===== config.mk =====
export PLATFORM = sky130hd
export DESIGN_NAME = smc_sleep_ctrl
export DESIGN_NICKNAME = d
export VERILOG_FILES = /design/src/smc_pkg.sv /design/src/smc_gate_map.sv /design/src/smc_sleep_ctrl.sv
export SDC_FILE = /design/constraint.sdc
export NUM_CORES = 1
export LEC_CHECK = 0
export BUFFER_PORTS_ARGS = -buffer_cell sky130_fd_sc_hd__clkbuf_2
export CAP_MARGIN = 10
export CORE_AREA = 5 5 46 48
export DETAILED_ROUTE_END_ITERATION = 8
export DIE_AREA = 0 0 51 53
export PLACE_DENSITY = 0.83
export SLEW_MARGIN = 20
export SYNTH_ARGS = -nofsm -noshare
export SYNTH_HDL_FRONTEND = slang
export SYNTH_SLANG_ARGS = --single-unit

===== constraint.sdc =====
create_clock -name mclk -period 3.3 [get_ports mclk]
set_clock_uncertainty 0.05 [all_clocks]
set_input_delay 0 -clock mclk [delete_from_list [all_inputs] [get_ports mclk]]
set_output_delay 0 -clock mclk [all_outputs]
set_load 0.005 [all_outputs]

===== src/smc_pkg.sv =====
// package: sleep mode encodings, domain gate bundle, timing counts
package smc_pkg;

  // software-selectable sleep modes
  typedef enum logic [2:0] {
    SMC_MODE_IDLE,
    SMC_MODE_PDOWN,
    SMC_MODE_PSAVE,
    SMC_MODE_STBY,
    SMC_MODE_XSTBY
  } smc_mode_t;

  // run enables for each gated domain, high = running
  typedef struct packed {
    logic cpu;
    logic sram;
    logic timers;
    logic spi;
    logic irq;
    logic osc;
    logic async_tmr;
  } smc_gates_t;

  // all domains running
  localparam smc_gates_t SMC_GATES_RUN = 7'h7f;

  // oscillator start-up wait after power-down or power-save
  localparam int unsigned SMC_OSC_START_NS = 1000;
  localparam int unsigned SMC_CLK_NS       = 10;
  localparam int unsigned SMC_OSC_START_CYC =
    (SMC_OSC_START_NS + SMC_CLK_NS - 1) / SMC_CLK_NS;
  localparam int unsigned SMC_CNT_W = 8;

endpackage : smc_pkg


===== src/smc_gate_map.sv =====
// combinational map from sleep mode to domain run enables
`timescale 1ns/10ps
module smc_gate_map
  import smc_pkg::*;
(
  input  smc_pkg::smc_mode_t  mode,
  output smc_pkg::smc_gates_t gates
);
  import smc_pkg::*;

  // the mode decides which domains keep their clocks
  always_comb begin
    gates = '0;
    unique case (mode)
      // cpu halted; memory, timers, spi, irq alive
      SMC_MODE_IDLE: begin
        gates.sram      = 1'b1;
        gates.timers    = 1'b1;
        gates.spi       = 1'b1;
        gates.irq       = 1'b1;
        gates.osc       = 1'b1;
        gates.async_tmr = 1'b1;
      end
      // everything off, oscillator frozen
      SMC_MODE_PDOWN: begin
        gates = '0;
      end
      // only the asynchronous timer keeps time
      SMC_MODE_PSAVE: begin
        gates.async_tmr = 1'b1;
      end
      // oscillator kept hot for fast wake
      SMC_MODE_STBY: begin
        gates.osc = 1'b1;
      end
      // oscillator plus asynchronous timer
      SMC_MODE_XSTBY: begin
        gates.osc       = 1'b1;
        gates.async_tmr = 1'b1;
      end
      // illegal code: treat as deepest sleep
      default: begin
        gates = '0;
      end
    endcase
  end
endmodule : smc_gate_map


===== src/smc_sleep_ctrl.sv =====
// sleep controller: mode select, sleep entry, wake and oscillator restart
//
// Behaviour
// - five selectable modes, each gating different domains
// - idle: cpu stops, sram/timers/spi/irq run
// - power-down: oscillator stops until interrupt or reset
// - power-save: asynchronous timer keeps counting
// - standby: oscillator runs, no start-up delay
// - extended standby: oscillator and asynchronous timer run
`timescale 1ns/10ps
module smc_sleep_ctrl
  import smc_pkg::*;
(
  input  wire logic                mclk,
  input  wire logic                rst_b,
  input  wire logic                sleep_en,
  input  smc_pkg::smc_mode_t       mode_sel,
  input  wire logic                sleep_op,
  input  wire logic                wake_irq,
  input  wire logic                wake_async,
  output smc_pkg::smc_gates_t      gates,
  output logic                     sleeping,
  output logic                     wake_done
);
  import smc_pkg::*;

  typedef enum logic [1:0] {ST_RUN, ST_SLEEP, ST_WARM} smc_state_t;

  smc_state_t           state_reg;    // controller state
  smc_mode_t            mode_reg;     // mode latched at sleep entry
  smc_gates_t           sleep_gates;  // map output for latched mode
  smc_gates_t           gates_reg;    // registered domain enables
  logic [SMC_CNT_W-1:0] warm_cnt_reg; // oscillator start-up counter
  logic                 wake_done_reg;
  logic                 wake_hit;     // a source able to wake this mode

  localparam logic [SMC_CNT_W-1:0] WARM_LAST =
    SMC_CNT_W'(SMC_OSC_START_CYC - 1);

  // mode to gate decode
  smc_gate_map u_map (
    .mode  (mode_reg),
    .gates (sleep_gates)
  );

  // irq always wakes; async timer event wakes only where it runs
  always_comb begin
    wake_hit = wake_irq | (wake_async & sleep_gates.async_tmr);
  end

  // state machine: entry only from the sleep operation
  always_ff @(posedge mclk) begin
    if (!rst_b) begin
      state_reg <= ST_RUN;
    end else begin
      unique case (state_reg)
        ST_RUN: begin
          if (sleep_op && sleep_en) begin
            state_reg <= ST_SLEEP;
          end
        end
        ST_SLEEP: begin
          if (wake_hit) begin
            // a stopped oscillator must settle first
            state_reg <= sleep_gates.osc ? ST_RUN : ST_WARM;
          end
        end
        ST_WARM: begin
          if (warm_cnt_reg == WARM_LAST) begin
            state_reg <= ST_RUN;
          end
        end
      endcase
    end
  end

  // mode captured on entry so later writes cannot shift domains mid-sleep
  always_ff @(posedge mclk) begin
    if (!rst_b) begin
      mode_reg <= SMC_MODE_IDLE;
    end else if (state_reg == ST_RUN && sleep_op && sleep_en) begin
      mode_reg <= mode_sel;
    end
  end

  // oscillator start-up counter
  always_ff @(posedge mclk) begin
    if (!rst_b) begin
      warm_cnt_reg <= '0;
    end else if (state_reg == ST_WARM) begin
      warm_cnt_reg <= warm_cnt_reg + SMC_CNT_W'(1);
    end else begin
      warm_cnt_reg <= '0;
    end
  end

  // domain enables: full run except while sleeping or warming
  always_ff @(posedge mclk) begin
    if (!rst_b) begin
      gates_reg <= SMC_GATES_RUN;
    end else if (state_reg == ST_RUN && sleep_op && sleep_en) begin
      gates_reg <= '0; // refined next cycle by the map
    end else if (state_reg == ST_SLEEP && !wake_hit) begin
      gates_reg <= sleep_gates;
    end else if (state_reg == ST_SLEEP) begin
      // waking: oscillator first, cpu after warm-up if needed
      gates_reg     <= sleep_gates.osc ? SMC_GATES_RUN : '0;
      gates_reg.osc <= 1'b1;
    end else if (state_reg == ST_WARM) begin
      if (warm_cnt_reg == WARM_LAST) begin
        gates_reg <= SMC_GATES_RUN;
      end else begin
        gates_reg     <= '0;
        gates_reg.osc <= 1'b1;
      end
    end else begin
      gates_reg <= SMC_GATES_RUN;
    end
  end

  // one-cycle pulse when execution resumes
  always_ff @(posedge mclk) begin
    if (!rst_b) begin
      wake_done_reg <= 1'b0;
    end else begin
      wake_done_reg <= (state_reg == ST_SLEEP && wake_hit
                        && sleep_gates.osc)
                    || (state_reg == ST_WARM && warm_cnt_reg == WARM_LAST);
    end
  end

  assign gates     = gates_reg;
  assign sleeping  = (state_reg != ST_RUN);
  assign wake_done = wake_done_reg;

  // ---- assertions ----
  AST_NO_SLEEP_WITHOUT_OP: assert property (
    @(posedge mclk) disable iff (!rst_b)
    (state_reg == ST_RUN && !(sleep_op && sleep_en)) |=> !sleeping)
    else $error("sleep entered without sleep op");

  AST_CPU_OFF_ASLEEP: assert property (
    @(posedge mclk) disable iff (!rst_b)
    (state_reg == ST_SLEEP && $past(state_reg) == ST_SLEEP
     && !$past(wake_hit)) |-> !gates.cpu)
    else $error("cpu clock running during sleep");

  AST_IDLE_DOMAINS: assert property (
    @(posedge mclk) disable iff (!rst_b)
    (state_reg == ST_SLEEP && mode_reg == SMC_MODE_IDLE && !wake_hit)
    |=> (gates.sram && gates.timers && gates.spi && gates.irq))
    else $error("idle lost a running domain");

  AST_PDOWN_ALL_OFF: assert property (
    @(posedge mclk) disable iff (!rst_b)
    (state_reg == ST_SLEEP && mode_reg == SMC_MODE_PDOWN && !wake_hit)
    |=> gates == '0)
    else $error("power-down left a domain on");

  AST_PSAVE_ASYNC: assert property (
    @(posedge mclk) disable iff (!rst_b)
    (state_reg == ST_SLEEP && mode_reg == SMC_MODE_PSAVE && !wake_hit)
    |=> (gates.async_tmr && !gates.osc))
    else $error("power-save gating wrong");

  AST_STBY_FAST_WAKE: assert property (
    @(posedge mclk) disable iff (!rst_b)
    (state_reg == ST_SLEEP && mode_reg == SMC_MODE_STBY && wake_irq)
    |=> (wake_done && gates.cpu && !sleeping))
    else $error("standby wake not immediate");

  AST_XSTBY_DOMAINS: assert property (
    @(posedge mclk) disable iff (!rst_b)
    (state_reg == ST_SLEEP && mode_reg == SMC_MODE_XSTBY && !wake_hit)
    |=> (gates.osc && gates.async_tmr && !gates.timers))
    else $error("extended standby gating wrong");

  AST_PDOWN_WARM_WAKE: assert property (
    @(posedge mclk) disable iff (!rst_b)
    (state_reg == ST_SLEEP && mode_reg == SMC_MODE_PDOWN && wake_irq)
    |=> (sleeping && !gates.cpu) ##[1:200] wake_done)
    else $error("power-down wake timing wrong");

  COV_IDLE_WAKE: cover property (@(posedge mclk) disable iff (!rst_b)
    state_reg == ST_SLEEP && mode_reg == SMC_MODE_IDLE && wake_irq);
  COV_PDOWN_WAKE: cover property (@(posedge mclk) disable iff (!rst_b)
    state_reg == ST_WARM ##1 wake_done);
  COV_PSAVE_ASYNC: cover property (@(posedge mclk) disable iff (!rst_b)
    state_reg == ST_SLEEP && mode_reg == SMC_MODE_PSAVE && wake_async);
  COV_STBY_WAKE: cover property (@(posedge mclk) disable iff (!rst_b)
    state_reg == ST_SLEEP && mode_reg == SMC_MODE_STBY && wake_irq);
  COV_XSTBY_ASYNC: cover property (@(posedge mclk) disable iff (!rst_b)
    state_reg == ST_SLEEP && mode_reg == SMC_MODE_XSTBY && wake_async);

  // resume pulse must never stretch into a second cycle
  AST_WAKE_PULSE_ONE: assert property (
    @(posedge mclk) disable iff (!rst_b)
    wake_done |=> !wake_done)
    else $error("wake pulse longer than one cycle");

  // entry cycle gates everything before the map settles
  AST_ENTRY_ALL_OFF: assert property (
    @(posedge mclk) disable iff (!rst_b)
    (state_reg == ST_RUN && sleep_op && sleep_en)
    |=> (sleeping && gates == '0))
    else $error("sleep entry did not gate every domain");

  // no sleep op, no gating
  AST_RUN_FULL: assert property (
    @(posedge mclk) disable iff (!rst_b)
    (state_reg == ST_RUN && !(sleep_op && sleep_en))
    |=> gates == SMC_GATES_RUN)
    else $error("domain gated while running");

  // restart wait: oscillator on, cpu still held
  AST_WARM_OSC_ONLY: assert property (
    @(posedge mclk) disable iff (!rst_b)
    (state_reg == ST_WARM) |-> (gates.osc && !gates.cpu && sleeping))
    else $error("oscillator restart gating wrong");

  // timer events cannot wake modes where the timer is stopped
  AST_ASYNC_REFUSED: assert property (
    @(posedge mclk) disable iff (!rst_b)
    (state_reg == ST_SLEEP && wake_async && !wake_irq
     && (mode_reg == SMC_MODE_STBY || mode_reg == SMC_MODE_PDOWN))
    |=> sleeping)
    else $error("timer event woke a mode it cannot wake");

  // latched mode must not move while asleep
  AST_MODE_HELD: assert property (
    @(posedge mclk) disable iff (!rst_b)
    (state_reg != ST_RUN) |=> $stable(mode_reg))
    else $error("mode changed while asleep");

endmodule : smc_sleep_ctrl


==> run summary, run 1 <==
cell with the most instances on the worst path - sky130_fd_sc_hd__inv_1
run status - finished clean
CTS tree - built
max-cap violation count - 0
delay contributed by the slowest stage of the critical path - 420 ps
fraction of power spent switching nets - 27.2%
Synthesized Nets - 109
drt pass-1 iters - 4
final cell utilization of the core - 60.1%
share of post-route cells with drive strength above 1 - 20.5%
number of failing hold endpoints at the final stage - 0
Initial Utilization - 50.8%
1st-iter DRT viols - 15
Tot GR Track Use - 14.4%
CTS sink cnt - 18
Seq cells post-synth - 18
share of the synthesized area in the top cell type - 42.5%
most area-hungry cell type in the Yosys netlist - sky130_fd_sc_hd__dfxtp_1
total power - 480 uW
Worst Hold Path Cells - 5
remaining design rule violation count - 0
global route total overflow - 0
PostCTS Resize Cnt - 0
post-synthesis cell count - 96
max frequency - 638 MHz
depth of the most critical reg-to-reg path - 6
count of nets after finishing - 131
total number of vias - 715
setup TNS - 0 ps
netlist area before placement - 848 um^2
worst max-slew margin expressed relative to the limit - 73.1%
Primary FF master, synth - sky130_fd_sc_hd__dfxtp_1
fin. max-slew vios - 0
setup violators final - 0
number of antenna violations at the first check in global routing - 0
global-route wire length before repair - 2880 um
number of buffers inserted by hold repair at cts - 4
detail-routed via count per cell - 5.34
number of enable-type register cells in the synthesized netlist - 0
count of input and output buffers - 17
unrepaired setup endpoints after global routing - no
Synth warnings - 0
Clock Latency Late Sink - 280 ps
setup slack after placement - 1770 ps
count of buffers added by post-CTS timing repair for setup - 0
via count of the first global-routing pass - 688
post-route fraction of the period consumed by the critical path - 47.5%
kind of start point of the critical path - flop
part of the Yosys area used for sequential elements - 42.5%
Static Leakage - 0.413 nW
Core Footprint - 0.00167 mm^2
pwr/cell area - 478 mW/mm^2
flip-flop count of the largest register, all copies and words added - 8
horizontal extent of the die - 51 um
Clk network pwr share - 27.3%
P_sw - 131 uW
synthesized area per cell - 8.84 um^2
diode insertion count for antenna repair - 0
final critical-path setup slack - 1730 ps
number of different library cells in the post-synthesis netlist - 31
number of ports placed on the die boundary - 18
clk buf depth - 2
half-perimeter wire length of the detailed placement result - 1180 um
kind of end point of the critical path - flop
most instantiated cells after synthesis - sky130_fd_sc_hd__dfxtp_1 (18), sky130_fd_sc_hd__nand2_1 (17), sky130_fd_sc_hd__nor2_1 (7)
slowest cell on the critical path - sky130_fd_sc_hd__or4_1
RD Place Congestion - 0.778
number of buffers created by CTS - 3
worst hold path class - in -> reg
Worst EP arrival - 1730 ps
area of the die - 0.00270 mm^2
shortest period the worst path allows - 1570 ps
proportion of power drawn by flip-flops and latches - 50.5%
floorplan die height - 53 um
root cell of the clock tree - sky130_fd_sc_hd__clkbuf_4
async set or reset register ratio after synthesis - 0%
sequence of cells on the critical path - inv_1, ha_1, inv_1, nor2_1, or4_1, o221ai_1
Worst-path clk slew - 100 ps
combinational share of power - 22.1%
internal power of the cells - 349 uW
cell with the most instances after synthesis - sky130_fd_sc_hd__dfxtp_1
H-tree depth - 1
drt wl/cell - 12.0 um
WS Path Type - reg -> reg
Antenna Nets Post-Route - 0
slew at the pin closest to its max-slew limit - 403 ps
maximum fanout along the worst path - 6
Max VDD drop - 0.367 mV
largest net degree at the start of global routing - 15
Req. time, crit path - 3460 ps
Site Rows - 15
largest cells by area after synthesis - sky130_fd_sc_hd__dfxtp_1 (42%), sky130_fd_sc_hd__nand2_1 (7.5%), sky130_fd_sc_hd__ha_1 (5.9%)
Layout area overhead - 18.4%
total length of routed wires - 1600 um
## routing by layer
metal  wire length [um]  GRT usage (%)  part of all wire (%)
met1                769           18.9                    48
met2                708           21.5                    44
met3                 84           3.66                   5.2
met4                 40           7.17                   2.5
met5                  0              0                     0
## cell families after synthesis
kind of cell             synth area share, %
flip-flops                              42.5
AO/OA/AOI/OAI                           16.8
buffers and inverters                   5.75
adder cells (fa/ha/maj)                 5.90
XOR/XNOR                                4.13
AND/OR/NAND/NOR                         22.6
multiplexers                            2.36
## path summary, 6_finish.rpt
path	endpoint	slack, ps	startpoint
setup / recovery	gates[5]$_SDFF_PN1_	1730	state_reg[1]$_SDFFE_PN0P_
hold / removal	mode_reg[2]$_SDFFE_PN0N_	120	sleep_op
setup reg to reg	gates[5]$_SDFF_PN1_	1730	state_reg[1]$_SDFFE_PN0P_
hold reg to reg	warm_cnt_reg[0]$_SDFF_PN0_	420	warm_cnt_reg[0]$_SDFF_PN0_
## power by group through the flow
stage / Sequential [mW] / Combinational [mW] / Clock [mW]
2_1_floorplan: 0.248 / 0.0712 / 0
3_3_place_gp: 0.247 / 0.0987 / 0
3_5_place_dp: 0.248 / 0.102 / 0
4_1_cts: 0.243 / 0.106 / 0.138
5_1_grt: 0.245 / 0.118 / 0.149
6_report: 0.243 / 0.106 / 0.131
## per-stage QoR
stage	cells	hold slack, ps	instance area, um^2
after CTS	134	103	1000
after global routing	134	128	1000
after global placement	126	190	928
after floorplan	96	95.0	848
after detailed placement	126	198	928
final	134	117	1000
## cells in the final DEF (no fill, tap or decap), types with 3 or more instances in the layout
| cell | Yosys | layout |
|---|---|---|
| sky130_fd_sc_hd__ha_1 | 4 | 4 |
| sky130_fd_sc_hd__o21ai_0 | 4 | 4 |
| sky130_fd_sc_hd__a21oi_1 | 4 | 4 |
| sky130_fd_sc_hd__nand2_1 | 17 | 17 |
| sky130_fd_sc_hd__clkbuf_4 | 0 | 3 |
| sky130_fd_sc_hd__nand3_1 | 4 | 4 |
| sky130_fd_sc_hd__clkbuf_2 | 0 | 17 |
| sky130_fd_sc_hd__a21boi_0 | 3 | 3 |
| sky130_fd_sc_hd__inv_1 | 6 | 6 |
| sky130_fd_sc_hd__nor2_1 | 7 | 7 |
| sky130_fd_sc_hd__dlygate4sd3_1 | 0 | 4 |
| sky130_fd_sc_hd__dfxtp_1 | 18 | 18 |
## worst max-delay path, delay by kind of cell (launching register included)
kind,cells,cell delay (ps)
AOI/OAI and AO/OA,1,180
adders and majority gates,1,210
buffers and inverters,2,150
DFF,1,380
and+or+nand+nor,2,520
## final cells by class
class | instances | area, um^2
multi-input combinational | 68 | 439
inverter | 6 | 22.5
clock buffer | 4 | 36.3
fill | 156 | 666
sequential | 18 | 360
tap | 17 | 21.3
timing repair buffer | 21 | 125
(Power assumes the default switching activity.)
==> run 2: changes to the inputs <==
ABC_AREA = 1   (was default)
CORE_AREA = 5 5 50 52   (was 5 5 46 48)
DIE_AREA = 0 0 55 57   (was 0 0 51 53)
PLACE_DENSITY = 0.76   (was 0.83)
clock period = 1.4 ns   (was 3.3 ns; I/O delays follow)
==> run 2 against run 1 <==
  * Maximum frequency increased by 23%
  * Final cell count increased by 26%
  * Critical path depth increased by 3
==> run summary, run 2 <==
run status - finished clean (unchanged)
detail-routed via count per cell - 4.66 (was 5.34)
max frequency - 782 MHz (was 638 MHz)
fin. max-slew vios - 0 (unchanged)
setup TNS - 0 ps (unchanged)
via count of the first global-routing pass - 709 (was 688)
Synthesized Nets - 132 (was 109)
number of failing hold endpoints at the final stage - 0 (unchanged)
CTS tree - built (unchanged)
unrepaired setup endpoints after global routing - no (unchanged)
diode insertion count for antenna repair - 0 (unchanged)
slew at the pin closest to its max-slew limit - 229 ps (was 403 ps)
Core Footprint - 0.00206 mm^2 (was 0.00167 mm^2)
number of ports placed on the die boundary - 18 (unchanged)
placed insts - 161 (was 126)
most area-hungry cell type in the Yosys netlist - sky130_fd_sc_hd__dfxtp_1 (unchanged)
setup slack after placement - 56.5 ps (was 1770 ps)
most instantiated cells after synthesis - sky130_fd_sc_hd__nand2_1 (25), sky130_fd_sc_hd__inv_1 (21), sky130_fd_sc_hd__dfxtp_1 (18) (was sky130_fd_sc_hd__dfxtp_1 (18), sky130_fd_sc_hd__nand2_1 (17), sky130_fd_sc_hd__nor2_1 (7))
fraction of power spent switching nets - 36.1% (was 27.2%)
cell with the most instances after synthesis - sky130_fd_sc_hd__nand2_1 (was sky130_fd_sc_hd__dfxtp_1)
kind of end point of the critical path - flop (unchanged)
count of nets after finishing - 155 (was 131)
drt wl/cell - 9.72 um (was 12.0 um)
P_sw - 598 uW (was 131 uW)
RD Place Congestion - 0.778 (about the same)
number of different library cells in the post-synthesis netlist - 21 (was 31)
leading cell type in the layout, fill and taps excluded - sky130_fd_sc_hd__nand2_1 (was sky130_fd_sc_hd__dfxtp_1)
worst hold path class - in -> reg (unchanged)
Seq cells post-synth - 18 (unchanged)
Worst EP arrival - 1430 ps (was 1730 ps)
max-cap violation count - 0 (unchanged)
pwr/cell area - 1540 mW/mm^2 (was 478 mW/mm^2)
global route total overflow - 0 (unchanged)
H-tree depth - 1 (unchanged)
drt pass-1 iters - 4 (unchanged)
floorplan die height - 57 um (was 53 um)
Clk network pwr share - 19.3% (was 27.3%)
layout filler cell count - 213 (was 156)
global-route wire length before repair - 2730 um (was 2880 um)
largest cells by area after synthesis - sky130_fd_sc_hd__dfxtp_1 (41%), sky130_fd_sc_hd__nand2_1 (11%), sky130_fd_sc_hd__inv_1 (9.0%) (was sky130_fd_sc_hd__dfxtp_1 (42%), sky130_fd_sc_hd__nand2_1 (7.5%), sky130_fd_sc_hd__ha_1 (5.9%))
Tot GR Track Use - 11.5% (was 14.4%)
Antenna Nets Post-Route - 0 (unchanged)
combinational share of power - 40.3% (was 22.1%)
flip-flop count of the largest register, all copies and words added - 8 (unchanged)
synthesized area per cell - 7.37 um^2 (was 8.84 um^2)
1st-iter DRT viols - 13 (was 15)
shortest period the worst path allows - 1280 ps (was 1570 ps)
largest net degree at the start of global routing - 14 (was 15)
post-route fraction of the period consumed by the critical path - 91.3% (was 47.5%)
kind of start point of the critical path - flop (unchanged)
proportion of power drawn by flip-flops and latches - 40.4% (was 50.5%)
Site Rows - 17 (was 15)
Hold WS - 20.4 ps (was 117 ps)
post-synthesis cell count - 119 (was 96)
area of the die - 0.00314 mm^2 (was 0.00270 mm^2)
total length of routed wires - 1640 um (was 1600 um)
total power - 1.66 mW (was 480 uW)
setup violators final - 0 (unchanged)
part of the Yosys area used for sequential elements - 41.1% (was 42.5%)
final standard cell count with taps included and fillers excluded - 169 (was 134)
Clock Latency Late Sink - 290 ps (was 280 ps)
maximum fanout along the worst path - 4 (was 6)
Static Leakage - 0.504 nW (was 0.413 nW)
Req. time, crit path - 1550 ps (was 3460 ps)
share of the synthesized area in the top cell type - 41.1% (was 42.5%)
area of combinational cells with multiple inputs - 427 um^2 (was 439 um^2)
WS Path Type - reg -> reg (unchanged)
most frequent cells in the layout - sky130_fd_sc_hd__nand2_1 (23), sky130_fd_sc_hd__inv_1 (21), sky130_fd_sc_hd__dfxtp_1 (17), sky130_fd_sc_hd__clkbuf_2 (17) (was sky130_fd_sc_hd__dfxtp_1 (18), sky130_fd_sc_hd__nand2_1 (17), sky130_fd_sc_hd__clkbuf_2 (17), sky130_fd_sc_hd__nor2_1 (7), sky130_fd_sc_hd__inv_1 (6))
number of enable-type register cells in the synthesized netlist - 0 (unchanged)
sequential cell area - 362 um^2 (was 360 um^2)
CTS sink cnt - 18 (unchanged)
final critical-path setup slack - 122 ps (was 1730 ps)
Max VDD drop - 0.901 mV (was 0.367 mV)
share of post-route cells with drive strength above 1 - 25.5% (was 20.5%)
horizontal extent of the die - 55 um (was 51 um)
Worst-path clk slew - 100 ps (about the same)
number of antenna violations at the first check in global routing - 0 (unchanged)
netlist area before placement - 877 um^2 (was 848 um^2)
Synth warnings - 0 (unchanged)
async set or reset register ratio after synthesis - 0% (unchanged)
Layout area overhead - 22.5% (was 18.4%)
number of buffers created by CTS - 3 (unchanged)
half-perimeter wire length of the detailed placement result - 1310 um (was 1180 um)
count of input and output buffers - 17 (unchanged)
Initial Utilization - 42.5% (was 50.8%)
root cell of the clock tree - sky130_fd_sc_hd__clkbuf_4 (unchanged)
worst max-slew margin expressed relative to the limit - 84.7% (was 73.1%)
total number of vias - 787 (was 715)
Primary FF master, synth - sky130_fd_sc_hd__dfxtp_1 (unchanged)
clk buf depth - 2 (unchanged)
internal power of the cells - 1.06 mW (was 349 uW)
remaining design rule violation count - 0 (unchanged)
==> run 2: routing by layer <==
metal | share of wire, % | routed length, um | vias to the layer above | track usage, %
met5 | 0 | 0 | - | 0
met4 | 0.79 | 13 | 0 | 2.43
met3 | 8.3 | 136 | 2 | 5.74
met2 | 47 | 769 | 21 | 18.2
met1 | 44 | 722 | 343 | 13.8
li1 | - | - | 421 | -
==> run 2: cell families (layout without fill, tap and decap cells) <==
| kind of cell | after synthesis | count (layout) | synth area share [%] |
|---|---|---|---|
| flip-flops | 18 | 18 | 41.1 |
| buffers and inverters | 26 | 48 | 12.6 |
| AND/OR/NAND/NOR | 54 | 54 | 30.0 |
| adder cells (fa/ha/maj) | 4 | 4 | 5.71 |
| AO/OA/AOI/OAI | 16 | 16 | 9.70 |
| XOR/XNOR | 1 | 1 | 0.999 |
==> run 2: path summary, 6_finish.rpt <==
| path | startpoint | to | slack (ps) | cells past startpoint |
|---|---|---|---|---|
| hold / removal | wake_irq | wake_done$_SDFF_PN0_ | 20 | 5 |
| setup reg to reg | warm_cnt_reg[0]$_SDFF_PN0_ | gates[5]$_SDFF_PN1_ | 120 | 9 |
| hold reg to reg | warm_cnt_reg[0]$_SDFF_PN0_ | warm_cnt_reg[0]$_SDFF_PN0_ | 380 | 1 |
| setup / recovery | warm_cnt_reg[0]$_SDFF_PN0_ | gates[5]$_SDFF_PN1_ | 120 | 9 |
==> run 2: power groups by stage <==
stage | Sequential, mW | Combinational (mW) | Clock, mW
6_report | 0.668 | 0.667 | 0.320
5_1_grt | 0.686 | 0.780 | 0.359
4_1_cts | 0.668 | 0.647 | 0.330
3_5_place_dp | 0.679 | 0.634 | 0
3_3_place_gp | 0.673 | 0.625 | 0
2_1_floorplan | 0.677 | 0.482 | 0
==> run 2: per-stage QoR <==
step / area, um^2 / utilization, %
global placement: 977 / 47.4
finish: 1070 / 52.1
global route: 1070 / 52.1
detailed placement: 977 / 47.4
floorplan: 877 / -
CTS: 1050 / 51.1
==> run 2: worst max-delay path: stages, from the launching register on <==
cell and delay, ps:
sky130_fd_sc_hd__dfxtp_2 340, sky130_fd_sc_hd__ha_1 210, sky130_fd_sc_hd__nand2_1 70, sky130_fd_sc_hd__nor2_1 40, sky130_fd_sc_hd__nand2_2 100, sky130_fd_sc_hd__nand2_4 70
sky130_fd_sc_hd__nand2_1 80, sky130_fd_sc_hd__nand4_1 100, sky130_fd_sc_hd__nand2_1 90, sky130_fd_sc_hd__inv_1 40
==> run 2: repair_timing <==
action / 4_1_cts / 5_1_grt
hold buffers: 4 / 0
setup buffers: 0 / 0
endpoints found under the setup margin: 0 / 9
resized for setup: 0 / 6
hold endpoints to repair: 5 / 0
==> run 2: layout make-up <==
cell class | count | area share, %
multi-input cells | 75 | 39.7
flip-flops and latches | 18 | 33.6
repair buffers | 22 | 12.3
inverters | 22 | 7.68
clock buffers | 4 | 3.38
well taps | 28 | 3.26
==> run 3: changes to the inputs <==
ABC_AREA = default   (was 1)
CORE_AREA = 5 5 49 51   (was 5 5 50 52)
DIE_AREA = 0 0 54 56   (was 0 0 55 57)
PLACE_DENSITY = 0.77   (was 0.76)
==> run 3 against run 2 <==
  * The flow now finishes with violations (negative setup slack)
  * Global-route usage grew 2.9 points
  * Hold slack gained 42 ps
  * Largest cell class unchanged
  * Clock power rose by 2%
  * Flip-flop and latch count is the same
  * Clock-buffer cell count is the same
==> run summary, run 3 (synthesis gave the netlist of run 1 again) <==
maximum fanout along the worst path - 4 (unchanged)
detail-routed via count per cell - 4.98 (was 4.66)
worst max-slew margin expressed relative to the limit - 75.5% (was 84.7%)
Crit path buffers/inverters - 0 (was 1)
final standard cell count with taps included and fillers excluded - 160 (was 169)
Layout area overhead - 39.2% (was 22.5%)
floorplan die height - 56 um (was 57 um)
horizontal extent of the die - 54 um (was 55 um)
clk buf depth - 2 (unchanged)
kind of end point of the critical path - flop (unchanged)
drt pass-1 iters - 4 (unchanged)
diode insertion count for antenna repair - 0 (unchanged)
setup TNS - -768 ps (was 0 ps)
run status - finished with violations (was finished clean)
Core Footprint - 0.00190 mm^2 (was 0.00206 mm^2)
Static Leakage - 0.506 nW (was 0.504 nW)
setup violators final - 6 (was 0)
delay contributed by the slowest stage of the critical path - 540 ps (was 340 ps)
post-route fraction of the period consumed by the critical path - 111% (was 91.3%)
half-perimeter wire length of the detailed placement result - 1320 um (was 1310 um)
CTS sink cnt - 18 (unchanged)
H-tree depth - 1 (unchanged)
max frequency - 641 MHz (was 782 MHz)
CTS tree - built (unchanged)
unrepaired setup endpoints after global routing - yes (was no)
RD Place Congestion - 0.810 (was 0.778)
most frequent cells in the layout - sky130_fd_sc_hd__nand2_1 (17), sky130_fd_sc_hd__clkbuf_2 (17), sky130_fd_sc_hd__dfxtp_1 (16), sky130_fd_sc_hd__buf_4 (16) (was sky130_fd_sc_hd__nand2_1 (23), sky130_fd_sc_hd__inv_1 (21), sky130_fd_sc_hd__dfxtp_1 (17), sky130_fd_sc_hd__clkbuf_2 (17))
count of input and output buffers - 17 (unchanged)
total length of routed wires - 1870 um (was 1640 um)
number of buffers created by CTS - 3 (unchanged)
total number of vias - 796 (was 787)
slew at the pin closest to its max-slew limit - 367 ps (was 229 ps)
Req. time, crit path - 1580 ps (was 1550 ps)
count of nets after finishing - 147 (was 155)
fin. max-slew vios - 0 (unchanged)
placed insts - 150 (was 161)
Worst EP arrival - 1740 ps (was 1430 ps)
Site Rows - 16 (was 17)
pwr/cell area - 1040 mW/mm^2 (was 1540 mW/mm^2)
Worst-path clk slew - 100 ps (about the same)
root cell of the clock tree - sky130_fd_sc_hd__clkbuf_4 (unchanged)
kind of start point of the critical path - flop (unchanged)
violations in the final reports - negative setup slack
Tot GR Track Use - 14.4% (was 11.5%)
area of the die - 0.00302 mm^2 (was 0.00314 mm^2)
number of ports placed on the die boundary - 18 (unchanged)
final critical-path setup slack - -161 ps (was 122 ps)
global route total overflow - 0 (unchanged)
number of antenna violations at the first check in global routing - 0 (unchanged)
number of failing hold endpoints at the final stage - 0 (unchanged)
max-cap violation count - 0 (unchanged)
flip-flop count of the largest register, all copies and words added - 8 (unchanged)
Initial Utilization - 44.6% (was 42.5%)
share of post-route cells with drive strength above 1 - 36.1% (was 25.5%)
CP top delay family - simple AND/OR/NAND/NOR gates (unchanged)
Antenna Nets Post-Route - 0 (unchanged)
largest net degree at the start of global routing - 15 (was 14)
1st-iter DRT viols - 23 (was 13)
shortest period the worst path allows - 1560 ps (was 1280 ps)
remaining design rule violation count - 0 (unchanged)
slowest cell on the critical path - sky130_fd_sc_hd__or4b_4 (was sky130_fd_sc_hd__dfxtp_2)
drt wl/cell - 11.7 um (was 9.72 um)
Clock Latency Late Sink - 300 ps (was 290 ps)
global-route wire length before repair - 3230 um (was 2730 um)
WS Path Type - reg -> reg (unchanged)
layout filler cell count - 159 (was 213)
via count of the first global-routing pass - 762 (was 709)
Max VDD drop - 0.680 mV (was 0.901 mV)
sequence of cells on the critical path - or4b_4, nor3_4, o311ai_2, o221ai_1 (was ha_1, nand2_1, nor2_1, nand2_2, nand2_4, nand2_1, nand4_1, nand2_1, inv_1)
worst hold path class - in -> reg (unchanged)
## run 3: worst min-delay path, stage by stage
cell,delay [ps]
sky130_fd_sc_hd__clkbuf_2,110
sky130_fd_sc_hd__a211o_4,140
sky130_fd_sc_hd__o221ai_1,100
## run 3: final timing paths
kind / start / end / slack [ps] / cells past startpoint
worst max-delay path: warm_cnt_reg[4]$_SDFF_PN0_ / gates[5]$_SDFF_PN1_ / -160 / 4
worst min-delay path: wake_irq / gates[5]$_SDFF_PN1_ / 60 / 3
worst max register to register: warm_cnt_reg[4]$_SDFF_PN0_ / gates[5]$_SDFF_PN1_ / -160 / 4
worst min register to register: mode_reg[1]$_SDFFE_PN0N_ / mode_reg[1]$_SDFFE_PN0N_ / 440 / 2
## run 3: timing repair
item                                    CTS  global route
endpoints found under the hold margin     6             0
resized for setup                         4             6
hold buffers                              4             0
endpoints found under the setup margin    6            10
setup buffers                             1             1
pin swaps                                 1             1
## run 3: metrics by stage
step	util, %	hold slack (ps)	total power [mW]	setup slack (ps)	area, um^2
detailed placement	55.1	194	0.865	-100	1050
floorplan	-	95.0	0.752	-41.0	850
global placement	55.1	184	0.855	-70.0	1050
finish	62.1	62.7	1.23	-161	1180
CTS	60.7	49.1	1.21	-148	1150
global route	62.1	55.3	1.31	-228	1180
## run 3: cell type report
| cell class | count | area, um^2 | share of cell area (%) |
|---|---|---|---|
| Multi-Input combinational cell | 68 | 480 | 40.7 |
| Timing Repair Buffer | 37 | 245 | 20.8 |
| Clock buffer | 4 | 36.3 | 3.07 |
| Sequential cell | 18 | 363 | 30.7 |
| Inverter | 6 | 22.5 | 1.91 |
| Tap cell | 27 | 33.8 | 2.86 |
## run 3: report_power, final
part / internal, mW / switching [mW]
registers: 0.551 / 0.0278
logic: 0.172 / 0.157
clock network: 0.159 / 0.167
total: 0.882 / 0.352
## run 3: per-layer routing
| layer | track usage, % | share of wire [%] | routed length, um |
|---|---|---|---|
| met5 | 0 | 0 | 0 |
| met4 | 9.61 | 3.5 | 66 |
| met3 | 2.95 | 7.1 | 133 |
| met2 | 20.9 | 45 | 851 |
| met1 | 18.4 | 44 | 822 |
